## config.mk

```make
export PLATFORM = sky130hd
export DESIGN_NAME = evc_counter
export DESIGN_NICKNAME = d
export VERILOG_FILES = /design/src/evc_pkg.sv /design/src/evc_edge_det.sv /design/src/evc_counter.sv
export SDC_FILE = /design/constraint.sdc
export NUM_CORES = 1
export LEC_CHECK = 0
export BUFFER_PORTS_ARGS = -buffer_cell sky130_fd_sc_hd__buf_2
export CORE_ASPECT_RATIO = 0.9
export CORE_MARGIN = 2
export CORE_UTILIZATION = 53
export DETAILED_ROUTE_END_ITERATION = 10
export PLACE_DENSITY = 0.83
export SLEW_MARGIN = 20
export SYNTH_ARGS = -nofsm -noshare
export SYNTH_HDL_FRONTEND = slang
export SYNTH_SLANG_ARGS = --single-unit
```

## constraint.sdc

```tcl
create_clock -name ref_clk_i -period 9.3 [get_ports ref_clk_i]
set_input_delay 1.86 -clock ref_clk_i [delete_from_list [all_inputs] [get_ports ref_clk_i]]
set_output_delay 1.86 -clock ref_clk_i [all_outputs]
set_load 0.02 [all_outputs]
```

## src/evc_pkg.sv

```systemverilog
// package for the event counter: register map, field layouts, reset values
// assumes an axi4-lite master with 32-bit data; one aligned word per register
package evc_pkg;
  localparam int unsigned EVC_MAX_COUNT = 9999;
  localparam int unsigned EVC_CNT_W = 14;
  localparam int unsigned EVC_ADDR_W = 8;

  // register byte offsets
  localparam logic [7:0] EVC_OFS_CTRL = 8'h00;
  localparam logic [7:0] EVC_OFS_TARGET = 8'h04;
  localparam logic [7:0] EVC_OFS_PRELOAD = 8'h08;
  localparam logic [7:0] EVC_OFS_COUNT = 8'h0c;
  localparam logic [7:0] EVC_OFS_STATUS = 8'h10;

  // control field positions
  localparam int unsigned EVC_CTRL_DIR_BIT = 0;
  localparam int unsigned EVC_CTRL_HOLD_BIT = 1;
  localparam int unsigned EVC_CTRL_EDGE_LSB = 2;
  localparam int unsigned EVC_CTRL_CLR_EDGE_BIT = 4;

  // reset values
  localparam logic [4:0] EVC_CTRL_RST = 5'h11;
  localparam logic [13:0] EVC_TARGET_RST = 14'h0000;
  localparam logic [13:0] EVC_PRELOAD_RST = 14'h0000;

  localparam logic [1:0] EVC_RESP_OKAY = 2'h0;
  localparam logic [1:0] EVC_RESP_SLVERR = 2'h2;

  typedef enum logic [1:0] {
    EVC_EDGE_BOTH,
    EVC_EDGE_RISE,
    EVC_EDGE_FALL
  } evc_edge_t;

  typedef struct packed {
    logic count_down;
    logic hold_output;
    evc_edge_t edge_select;
    logic clear_edge_high;
  } evc_cfg_t;

  typedef struct packed {
    logic level;
    logic error;
  } evc_line_t;
endpackage

```

## src/evc_edge_det.sv

```systemverilog
// edge qualifier for one digital line, with error gating
// assumes the line is synchronous to ref_clk_i
module evc_edge_det
  import evc_pkg::*;
(
  input wire logic ref_clk_i,
  input wire logic arst_n_i,
  input wire evc_line_t line_i,
  input wire logic take_rise_i,
  input wire logic take_fall_i,
  output logic fire_o
);
  logic prev;

  always_ff @(posedge ref_clk_i or negedge arst_n_i) begin
    if (!arst_n_i) begin
      prev <= 1'b0;
    end else begin
      prev <= line_i.level;
    end
  end

  // an erroneous line qualifies nothing
  always_comb begin
    fire_o = !line_i.error &&
             ((take_rise_i && line_i.level && !prev) ||
              (take_fall_i && !line_i.level && prev));
  end
endmodule

```

## src/evc_counter.sv

```systemverilog
// event counter with target match, registers on axi4-lite
// assumes count and clear lines synchronous to ref_clk_i, one clock domain
// Behaviour
// - direction up adds one per qualifying count edge.
// - direction down subtracts one per qualifying count edge.
// - match output turns on when count equals target.
// - qualifying clear edge loads preload value; match goes off unless preload equals target.
// - target setting 0..9999 compared against the count.
// - preload 0..9999 copied into count at power-up and each clear.
// - hold mode keeps match on after reaching target until clear.
// - without hold, match on only while count equals target.
// - edge select: both edges, rising only, or falling only.
// - clear on rising edge when clear edge high, falling when low.
// - current count readable, range 0..9999.
// - count not retained; starts at preload after reset.
// - increment at 9999 wraps to 0.
// - count error blocks counting; clear error blocks clearing only.
// - match depends on count, target and hold latch only, never an error.
module evc_counter
  import evc_pkg::*;
#(
  parameter int unsigned MAX_COUNT = EVC_MAX_COUNT
)(
  input wire logic ref_clk_i,
  input wire logic arst_n_i,
  input wire evc_line_t count_pulse_in_i,
  input wire evc_line_t clear_in_i,
  output logic match_out_o,
  output logic [EVC_CNT_W-1:0] count_o,
  input wire logic [EVC_ADDR_W-1:0] s_axi_awaddr_i,
  input wire logic s_axi_awvalid_i,
  output logic s_axi_awready_o,
  input wire logic [31:0] s_axi_wdata_i,
  input wire logic [3:0] s_axi_wstrb_i,
  input wire logic s_axi_wvalid_i,
  output logic s_axi_wready_o,
  output logic [1:0] s_axi_bresp_o,
  output logic s_axi_bvalid_o,
  input wire logic s_axi_bready_i,
  input wire logic [EVC_ADDR_W-1:0] s_axi_araddr_i,
  input wire logic s_axi_arvalid_i,
  output logic s_axi_arready_o,
  output logic [31:0] s_axi_rdata_o,
  output logic [1:0] s_axi_rresp_o,
  output logic s_axi_rvalid_o,
  input wire logic s_axi_rready_i
);
  // elaboration refuses a top value that the count width cannot hold
  if (MAX_COUNT < 1 || MAX_COUNT >= (1 << EVC_CNT_W)) begin : g_bad_max
    $error("MAX_COUNT does not fit the count width");
  end

  localparam logic [EVC_CNT_W-1:0] TOP = EVC_CNT_W'(MAX_COUNT);

  evc_cfg_t cfg;
  logic [EVC_CNT_W-1:0] target;
  logic [EVC_CNT_W-1:0] preload;
  logic [EVC_CNT_W-1:0] count;
  logic latched;
  logic cnt_fire;
  logic clr_fire;
  logic take_rise;
  logic take_fall;
  logic [EVC_CNT_W-1:0] next_count;
  evc_cfg_t next_cfg;
  logic [EVC_CNT_W-1:0] next_target;
  logic [EVC_CNT_W-1:0] next_preload;

  // write channel state
  logic aw_held;
  logic w_held;
  logic [EVC_ADDR_W-1:0] aw_addr;
  logic [31:0] w_data;
  logic [3:0] w_strb;
  logic do_write;
  logic wr_hit;

  always_comb begin
    take_rise = (cfg.edge_select != EVC_EDGE_FALL);
    take_fall = (cfg.edge_select != EVC_EDGE_RISE);
  end

  // error on one line leaves the other working
  evc_edge_det u_cnt_edge (
    .ref_clk_i(ref_clk_i),
    .arst_n_i(arst_n_i),
    .line_i(count_pulse_in_i),
    .take_rise_i(take_rise),
    .take_fall_i(take_fall),
    .fire_o(cnt_fire)
  );

  evc_edge_det u_clr_edge (
    .ref_clk_i(ref_clk_i),
    .arst_n_i(arst_n_i),
    .line_i(clear_in_i),
    .take_rise_i(cfg.clear_edge_high),
    .take_fall_i(!cfg.clear_edge_high),
    .fire_o(clr_fire)
  );

  always_comb begin
    next_count = count;
    if (clr_fire) begin
      next_count = preload;
    end else if (cnt_fire) begin
      if (!cfg.count_down) begin
        next_count = (count >= TOP) ? '0 : count + 1'b1;
      end else begin
        next_count = (count == '0) ? TOP : count - 1'b1;
      end
    end
  end

  // reset loads the preload reset value, which is the power-up preload
  always_ff @(posedge ref_clk_i or negedge arst_n_i) begin
    if (!arst_n_i) begin
      count <= EVC_PRELOAD_RST;
    end else begin
      count <= next_count;
    end
  end

  // hold latch: set on reaching target, cleared only by clear
  always_ff @(posedge ref_clk_i or negedge arst_n_i) begin
    if (!arst_n_i) begin
      latched <= 1'b0;
    end else if (next_cfg.hold_output && next_count == next_target) begin
      latched <= 1'b1;
    end else if (clr_fire) begin
      latched <= 1'b0;
    end
  end

  // match from count, target and hold latch only, no error path
  always_ff @(posedge ref_clk_i or negedge arst_n_i) begin
    if (!arst_n_i) begin
      // count and target both start at their reset values
      match_out_o <= (EVC_PRELOAD_RST == EVC_TARGET_RST);
    end else begin
      // next settings, so a target write shows on match at the same edge
      match_out_o <= (next_count == next_target) ||
                     (next_cfg.hold_output && latched && !clr_fire);
    end
  end

  always_ff @(posedge ref_clk_i or negedge arst_n_i) begin
    if (!arst_n_i) begin
      count_o <= EVC_PRELOAD_RST;
    end else begin
      count_o <= next_count;
    end
  end

  // axi4-lite write: address and data taken in either order
  assign do_write = aw_held && w_held && !s_axi_bvalid_o;

  always_ff @(posedge ref_clk_i or negedge arst_n_i) begin
    if (!arst_n_i) begin
      aw_held <= 1'b0;
      aw_addr <= '0;
    end else if (s_axi_awvalid_i && s_axi_awready_o) begin
      aw_held <= 1'b1;
      aw_addr <= s_axi_awaddr_i;
    end else if (do_write) begin
      aw_held <= 1'b0;
    end
  end

  always_ff @(posedge ref_clk_i or negedge arst_n_i) begin
    if (!arst_n_i) begin
      w_held <= 1'b0;
      w_data <= '0;
      w_strb <= '0;
    end else if (s_axi_wvalid_i && s_axi_wready_o) begin
      w_held <= 1'b1;
      w_data <= s_axi_wdata_i;
      w_strb <= s_axi_wstrb_i;
    end else if (do_write) begin
      w_held <= 1'b0;
    end
  end

  always_ff @(posedge ref_clk_i or negedge arst_n_i) begin
    if (!arst_n_i) begin
      s_axi_awready_o <= 1'b0;
      s_axi_wready_o <= 1'b0;
    end else begin
      s_axi_awready_o <= !aw_held && !(s_axi_awvalid_i && s_axi_awready_o);
      s_axi_wready_o <= !w_held && !(s_axi_wvalid_i && s_axi_wready_o);
    end
  end

  always_comb begin
    wr_hit = (aw_addr == EVC_OFS_CTRL) || (aw_addr == EVC_OFS_TARGET) ||
             (aw_addr == EVC_OFS_PRELOAD);
  end

  // settings above MAX_COUNT are refused and keep the old value
  always_comb begin
    next_cfg = cfg;
    next_target = target;
    next_preload = preload;
    if (do_write) begin
      case (aw_addr)
        EVC_OFS_CTRL: begin
          if (w_strb[0] && w_data[EVC_CTRL_EDGE_LSB +: 2] != 2'h3) begin
            next_cfg = evc_cfg_t'({w_data[EVC_CTRL_DIR_BIT], w_data[EVC_CTRL_HOLD_BIT],
                                   w_data[EVC_CTRL_EDGE_LSB +: 2],
                                   w_data[EVC_CTRL_CLR_EDGE_BIT]});
          end
        end
        EVC_OFS_TARGET: begin
          if (w_strb[1:0] == 2'h3 && w_data[31:0] <= 32'(MAX_COUNT)) begin
            next_target = w_data[EVC_CNT_W-1:0];
          end
        end
        EVC_OFS_PRELOAD: begin
          if (w_strb[1:0] == 2'h3 && w_data[31:0] <= 32'(MAX_COUNT)) begin
            next_preload = w_data[EVC_CNT_W-1:0];
          end
        end
        default: begin
        end
      endcase
    end
  end

  always_ff @(posedge ref_clk_i or negedge arst_n_i) begin
    if (!arst_n_i) begin
      cfg <= evc_cfg_t'(EVC_CTRL_RST);
      target <= EVC_TARGET_RST;
      preload <= EVC_PRELOAD_RST;
    end else begin
      cfg <= next_cfg;
      target <= next_target;
      preload <= next_preload;
    end
  end

  always_ff @(posedge ref_clk_i or negedge arst_n_i) begin
    if (!arst_n_i) begin
      s_axi_bvalid_o <= 1'b0;
      s_axi_bresp_o <= EVC_RESP_OKAY;
    end else if (do_write) begin
      s_axi_bvalid_o <= 1'b1;
      s_axi_bresp_o <= wr_hit ? EVC_RESP_OKAY : EVC_RESP_SLVERR;
    end else if (s_axi_bready_i) begin
      s_axi_bvalid_o <= 1'b0;
    end
  end

  // axi4-lite read: one cycle after address taken
  always_ff @(posedge ref_clk_i or negedge arst_n_i) begin
    if (!arst_n_i) begin
      s_axi_arready_o <= 1'b0;
    end else begin
      s_axi_arready_o <= !s_axi_rvalid_o && !(s_axi_arvalid_i && s_axi_arready_o);
    end
  end

  always_ff @(posedge ref_clk_i or negedge arst_n_i) begin
    if (!arst_n_i) begin
      s_axi_rvalid_o <= 1'b0;
      s_axi_rdata_o <= '0;
      s_axi_rresp_o <= EVC_RESP_OKAY;
    end else if (s_axi_arvalid_i && s_axi_arready_o) begin
      s_axi_rvalid_o <= 1'b1;
      s_axi_rresp_o <= EVC_RESP_OKAY;
      case (s_axi_araddr_i)
        // register bit order is the reverse of the struct's
        EVC_OFS_CTRL: s_axi_rdata_o <= {27'h0, cfg.clear_edge_high, cfg.edge_select,
                                        cfg.hold_output, cfg.count_down};
        EVC_OFS_TARGET: s_axi_rdata_o <= {18'h0, target};
        EVC_OFS_PRELOAD: s_axi_rdata_o <= {18'h0, preload};
        EVC_OFS_COUNT: s_axi_rdata_o <= {18'h0, count};
        EVC_OFS_STATUS: s_axi_rdata_o <= {30'h0, latched, match_out_o};
        default: begin
          s_axi_rdata_o <= '0;
          s_axi_rresp_o <= EVC_RESP_SLVERR;
        end
      endcase
    end else if (s_axi_rready_i) begin
      s_axi_rvalid_o <= 1'b0;
    end
  end

  chk_count_in_range: assert property (@(posedge ref_clk_i) disable iff (!arst_n_i)
    count <= TOP) else $error("count out of range");
  chk_clear_loads: assert property (@(posedge ref_clk_i) disable iff (!arst_n_i)
    clr_fire |=> count == $past(preload)) else $error("clear did not load");
  chk_clear_match_off: assert property (@(posedge ref_clk_i) disable iff (!arst_n_i)
    clr_fire && preload != target |=> !match_out_o) else $error("match after clear");
  chk_up_step: assert property (@(posedge ref_clk_i) disable iff (!arst_n_i)
    cnt_fire && !clr_fire && !cfg.count_down && count < TOP |=> count == $past(count) + 1'b1)
    else $error("bad increment");
  chk_down_step: assert property (@(posedge ref_clk_i) disable iff (!arst_n_i)
    cnt_fire && !clr_fire && cfg.count_down && count != '0 |=> count == $past(count) - 1'b1)
    else $error("bad decrement");
  chk_up_wrap: assert property (@(posedge ref_clk_i) disable iff (!arst_n_i)
    cnt_fire && !clr_fire && !cfg.count_down && count == TOP |=> count == '0)
    else $error("no wrap to zero");
  chk_down_wrap: assert property (@(posedge ref_clk_i) disable iff (!arst_n_i)
    cnt_fire && !clr_fire && cfg.count_down && count == '0 |=> count == TOP)
    else $error("no wrap to top");
  chk_match_equal: assert property (@(posedge ref_clk_i) disable iff (!arst_n_i)
    count == target |-> match_out_o) else $error("match missing");
  chk_match_nohold: assert property (@(posedge ref_clk_i) disable iff (!arst_n_i)
    !cfg.hold_output && count != target |-> !match_out_o) else $error("stray match");
  chk_idle_steady: assert property (@(posedge ref_clk_i) disable iff (!arst_n_i)
    !cnt_fire && !clr_fire |=> $stable(count)) else $error("count moved");
endmodule

```

==> results_dict.tcl, run 1 <==
set metrics [dict create \
    drv_cap 0 \
    grt_pass1_wl_mm 23.7 \
    met1_length_mm 6.20 \
    ys_ff_latch 116 \
    p_leak_nw 3.31 \
    cp_top_family "simple AND/OR/NAND/NOR gates" \
    setup_viol 0 \
    slowest_delay_ns 0.80 \
    core_mm2 0.0113 \
    reg2regPathDepth 9 \
    synth_top_area_share_pct 46.6 \
    grt_max_degree 77 \
    top_layer "met4" \
    yosysMostFrequentCell "dfrtp_1" \
    met3_length_mm 1.30 \
    synth_ff_type "dfrtp_1" \
    antenna_found_initial 0 \
    postCtsSetupRepairBufs 0 \
    min_path_cells 1 \
    fin_skew_ns 0.00586 \
    worst_pin_slew_ns 1.09 \
    finalCritPeriodShare_pct 49.5 \
    yosys_warnings 0 \
    combPwrFrac_pct 21.7 \
    fmax_mhz 217 \
    hold_path_startpoint "s_axi_rvalid_o" \
    critPathKind "in2reg" \
    async_flop_share_pct 100 \
    gp_congestion 0.959 \
    grtUsageTotal_pct 25.1 \
    hold_path_class "reg2reg" \
    start_util_pct 53.7 \
    numCtsBuffers 17 \
    wl_per_cell_um 18.5 \
    crit_start "count_pulse_in_i[1]" \
    power_switching_w 0.000565 \
    cts_buffer_depth 2 \
    yosys.area.top_type "dfrtp_1" \
    power_density_mw_per_mm2 260 \
    via_count 4695 \
    max_slew_margin_pct 26.9 \
    tritoncts "done" \
    cp-end-kind "flop" \
    path_cells "buf_2 > nor2b_1 > a22oi_1 > or2_0 > nor2_1 > a211oi_1 > xnor2_1 > nand3_1 > or4_1 > o31ai_1" \
    syn2layout_area_growth_pct 18.4 \
    startpoint_type "input port" \
    seq_area_frac_synth_pct 47.9 \
    worstPathRequired_ns 9.61 \
    vias_per_cell 5.85 \
    synthTopCellsByArea "dfrtp_1 47%, mux2_2 15%, nand2_1 2.8%" \
    h-tree-depth 4 \
    outcome "finished clean" \
    rows 37 \
    insertion_delay_ns 0.40 \
    hold_violations 0 \
    grt_pass1_vias 4551 \
    clock_sinks 116 \
    synthTopCellsByCount "113 x dfrtp_1, 81 x mux2_2, 45 x nand2_1" \
    grt-ovfl-total 0 \
    finalMaxSlewViolations 0 \
    worst-path-stages 10 \
    post_cts_resized 0 \
    dieHeight_um 105 \
    layout-drive-gt1-share_pct 35.2 \
    critPathBufInv 1 \
    pwr-share-clk_pct 37.4 \
    dr_wl_met2_mm 7.09 \
    cts_root_buf "clkbuf_16" \
    fp.dieW_um 117 \
    dp_hpwl_mm 10.5 \
    clk_pin_slew_worst_paths_ns 0.05 \
    drtAntennaViolNets 0 \
    dpl_cell_area_mm2 0.00654 \
    intPower_w 0.00130 \
    ios 119 \
    synthesis.area_mm2 0.00606 \
    seqPwrFrac_pct 40.9 \
    synth-edff-count 0 \
    wirelength_mm 14.8 \
    p_sw_share_pct 30.2 \
    avgSynthCellArea_um2 11.0 \
    dr.pass1.iters 5 \
    die_area_mm2 0.0123 \
    fin_crit_ns 4.60 \
    finalSetupTns_ns 0 \
    stdcell_area_mm2 0.00718 \
    rsz0062_at_grt "false" \
    portBuffers 96 \
    drc 0 \
    hold_buffers 0 \
    cpMaxStageDelayCell "or2_0" \
    antennaDiodeCount 0 \
    nNetsFinal 701 \
    synth_cell_types 62 \
    arrival_ns 4.91 \
    drt_iter0_drc 478 \
    irDropWorstVdd_mv 0.210 \
    critPathMaxFanout 15 \
    syn_inst 551 \
    r2r-start "s_axi_bvalid_o" \
]
[path summary, 6_finish.rpt]
| kind | to | slack [ns] |
|---|---|---|
| min in group asynchronous | count_o[9] | 1.42 |
| worst max-delay path | match_out_o | 4.70 |
| worst min-delay path | s_axi_arready_o | 0.45 |
| max in group asynchronous | w_data[22] | 6.54 |
| worst max register to register | match_out_o | 5.53 |
| worst min register to register | s_axi_arready_o | 0.45 |
[cells in the final DEF (no fill, tap or decap), types with 15 or more instances in the layout]
cell,synthesis,routed
clkbuf_16,0,17
a22oi_1,15,15
xnor2_1,19,19
nand2_1,45,45
conb_1,1,20
nand3_1,16,16
buf_2,9,95
o21ai_0,20,20
nor2_1,27,27
dfrtp_1,113,113
mux2_2,81,81
[final cells by class]
type	instances	area (um^2)
clock buffer	23	498
clock inverter	8	146
fill	903	4120
inverter	14	52.6
multi-input combinational	387	2880
sequential	116	2910
tap	156	195
timing repair buffer	99	505
[state kept, by name, indices dropped and copies added (netlist names), 2 cells and up]
| register | flops |
|---|---|
| cfg | 5 |
| aw_addr | 8 |
| preload | 14 |
| w_strb | 2 |
| target | 14 |
| count_o | 14 |
| w_data | 32 |
| s_axi_rdata_o | 14 |
[stage by stage]
step                utilization, %  setup slack [ns]  total power [W]  hold slack [ns]  instances
floorplan                        -              5.29          0.00104            0.416        570
global placement              57.9              4.50          0.00114            0.430        772
detailed placement            57.9              4.33          0.00117            0.450        772
CTS                           63.6              4.76          0.00188            0.458        803
global route                  63.6              4.47          0.00196            0.472        803
finish                        63.6              4.70          0.00187            0.450        803
[power groups by stage]
stage | sequential (W) | combinational, W | clock [W]
3_5_place_dp | 0.000769 | 0.000403 | 0
4_1_cts | 0.000761 | 0.000407 | 0.000709
5_1_grt | 0.000779 | 0.000445 | 0.000736
2_1_floorplan | 0.000736 | 0.000301 | 0
3_3_place_gp | 0.000757 | 0.000384 | 0
6_report | 0.000764 | 0.000406 | 0.000700
[routing by layer]
layer	track usage, %	vias up
met5	0	-
met4	6.39	0
met3	8.34	29
met2	39.3	222
met1	33.8	2306
li1	-	2138
[cells by family (layout without fill, tap and decap cells)]
kind of cell / count (synthesis) / in the layout / share of synthesized area, %
simple gates: 150 / 150 / 13.3
flops: 116 / 116 / 47.9
compound gates: 99 / 99 / 11.1
mux: 90 / 90 / 17.6
buf+inv: 67 / 144 / 5.82
xor+xnor: 25 / 25 / 3.61
fa+ha+maj: 3 / 3 / 0.619
other cells: 1 / 20 / 0.0618
(Power assumes the default switching activity.)
==> inputs of run 2 (changes only) <==
==> constraint.sdc (replaced) <==
create_clock -name ref_clk_i -period 4.8 [get_ports ref_clk_i]
set_input_delay 0.96 -clock ref_clk_i [delete_from_list [all_inputs] [get_ports ref_clk_i]]
set_output_delay 0.96 -clock ref_clk_i [all_outputs]
set_load 0.02 [all_outputs]
==> run 2 against run 1 <==
Against the previous run: clock-buffer cell count down 3; total power up 92%; hold slack lost 0.012 ns.
==> results_dict.tcl, run 2 (synthesis results as in run 1) <==
set metrics [dict create \
    cp-end-kind "flop" \
    insertion_delay_ns 0.41 \
    wl_per_cell_um 18.8 \
    combPwrFrac_pct 21.8 \
    met3_usage_pct 6.73 \
    intPower_w 0.00248 \
    drt_iter0_drc 329 \
    fmax_mhz 275 \
    rows 37 \
    fin_hold_ws_ns 0.438 \
    crit_start "count_o[0]" \
    largest-register "w_data" \
    tritoncts "done" \
    fin_ws_ns 1.17 \
    core_mm2 0.0113 \
    final_common_cell "dfrtp_1" \
    hold_buffers 0 \
    antenna_found_initial 0 \
    grt-ovfl-total 0 \
    grt_pass1_wl_mm 23.7 \
    hold_path_startpoint "s_axi_rvalid_o" \
    seqPwrFrac_pct 41.2 \
    finalMaxSlewViolations 0 \
    cts_buffer_depth 2 \
    nNetsFinal 704 \
    cpMaxStageDelayCell "a41oi_2" \
    dr.pass1.iters 5 \
    outcome "finished clean" \
    max_slew_margin_pct 34.3 \
    dp.cells 775 \
    antennaDiodeCount 0 \
    critPathMaxFanout 14 \
    dp_hpwl_mm 10.6 \
    slowest_delay_ns 0.69 \
    setup_viol 0 \
    startpoint_type "flop" \
    postCtsSetupRepairBufs 0 \
    fin_cells 807 \
    critPathKind "reg2reg" \
    irDropWorstVdd_mv 0.495 \
    final_cell_mix "113 x dfrtp_1, 95 x buf_2, 81 x mux2_2, 45 x nand2_1, 27 x nor2_1" \
    fin_crit_ns 3.63 \
    hold_violations 0 \
    power_density_mw_per_mm2 499 \
    busiest_layer "met2" \
    drv_cap 0 \
    p_leak_nw 3.30 \
    cts_root_buf "clkbuf_16" \
    h-tree-depth 4 \
    p_sw_share_pct 31.0 \
    vias_per_cell 5.87 \
    path_cells "inv_1 > ha_1 > nor3b_1 > a41oi_2 > a22oi_1 > a211oi_1 > xnor2_1 > nand3_1 > or4_1 > o31ai_1" \
    dieHeight_um 105 \
    layout-drive-gt1-share_pct 35.5 \
    place_ws_ns 1.07 \
    ios 119 \
    rsz0062_at_grt "false" \
    arrival_ns 3.95 \
    final_core_util_pct 63.6 \
    largest_reg_flops 32 \
    syn2layout_area_growth_pct 18.5 \
    fill_cells 904 \
    worstPathRequired_ns 5.12 \
    fin_skew_ns 0.00713 \
    use_met1_pct 33.5 \
    post_cts_resized 0 \
    grt_use_met2_pct 40.5 \
    wirelength_mm 15.1 \
    pwr-share-clk_pct 37.0 \
    hold_path_class "reg2reg" \
    power_switching_w 0.00111 \
    worst_pin_slew_ns 0.981 \
    start_util_pct 53.7 \
    grt_max_degree 89 \
    finalSetupTns_ns 0 \
    drtAntennaViolNets 0 \
    die_area_mm2 0.0123 \
    clk_pin_slew_worst_paths_ns 0.06 \
    grt_pass1_vias 4615 \
    fp.dieW_um 117 \
    gp_congestion 0.986 \
    drc 0 \
    grtUsageTotal_pct 25.5 \
    clock_sinks 116 \
    via_count 4736 \
    portBuffers 96 \
    r2r-start "count_o[0]" \
    numCtsBuffers 17 \
    finalCritPeriodShare_pct 75.7 \
]
==> run 2: worst max-delay path, delay by kind of cell (launching register included) <==
| kind | cells | cell delay (ns) |
|---|---|---|
| DFF | 1 | 0.54 |
| xor gates and xnor gates | 1 | 0.16 |
| AOI/OAI and AO/OA | 4 | 1.66 |
| buffers and inverters | 1 | 0.14 |
| adders and majority gates | 1 | 0.22 |
| and+or+nand+nor | 3 | 0.82 |
==> run 2: through the flow <==
step	power (W)	cell area, um^2
after floorplan	0.00201	6130
after global placement	0.00221	6560
after detailed placement	0.00227	6560
after CTS	0.00361	7180
after global routing	0.00377	7190
final	0.00359	7190
==> run 2: layer usage <==
metal,vias up,routed length (um)
met4,0,284
met2,248,7380
met1,2318,6250
li1,2141,-
met5,-,0
met3,29,1220
==> run 2: worst paths after layout <==
check,to,slack [ns],cells after the start
worst max-delay path,match_out_o,1.17,10
worst min-delay path,s_axi_arready_o,0.44,1
worst max register to register,match_out_o,1.17,10
worst min register to register,s_axi_arready_o,0.44,1
max in group asynchronous,target[12],3.29,2
min in group asynchronous,s_axi_rdata_o[0],0.61,1
==> run 2: cell type report <==
type	count	area [um^2]	share of cell area, %
inverters	14	52.6	0.731
flip-flops and latches	116	2910	40.4
repair buffers	102	532	7.40
well taps	156	195	2.72
clock buffers	20	447	6.22
clock inverters	12	179	2.49
multi-input cells	387	2880	40.0
==> run 2: power by group through the flow <==
stage	Combinational [W]	Clock [W]	Sequential, W
global placement	0.000745	0	0.00147
floorplan	0.000584	0	0.00143
finish	0.000784	0.00133	0.00148
detailed placement	0.000777	0	0.00149
CTS	0.000785	0.00135	0.00147
global route	0.000859	0.00140	0.00151
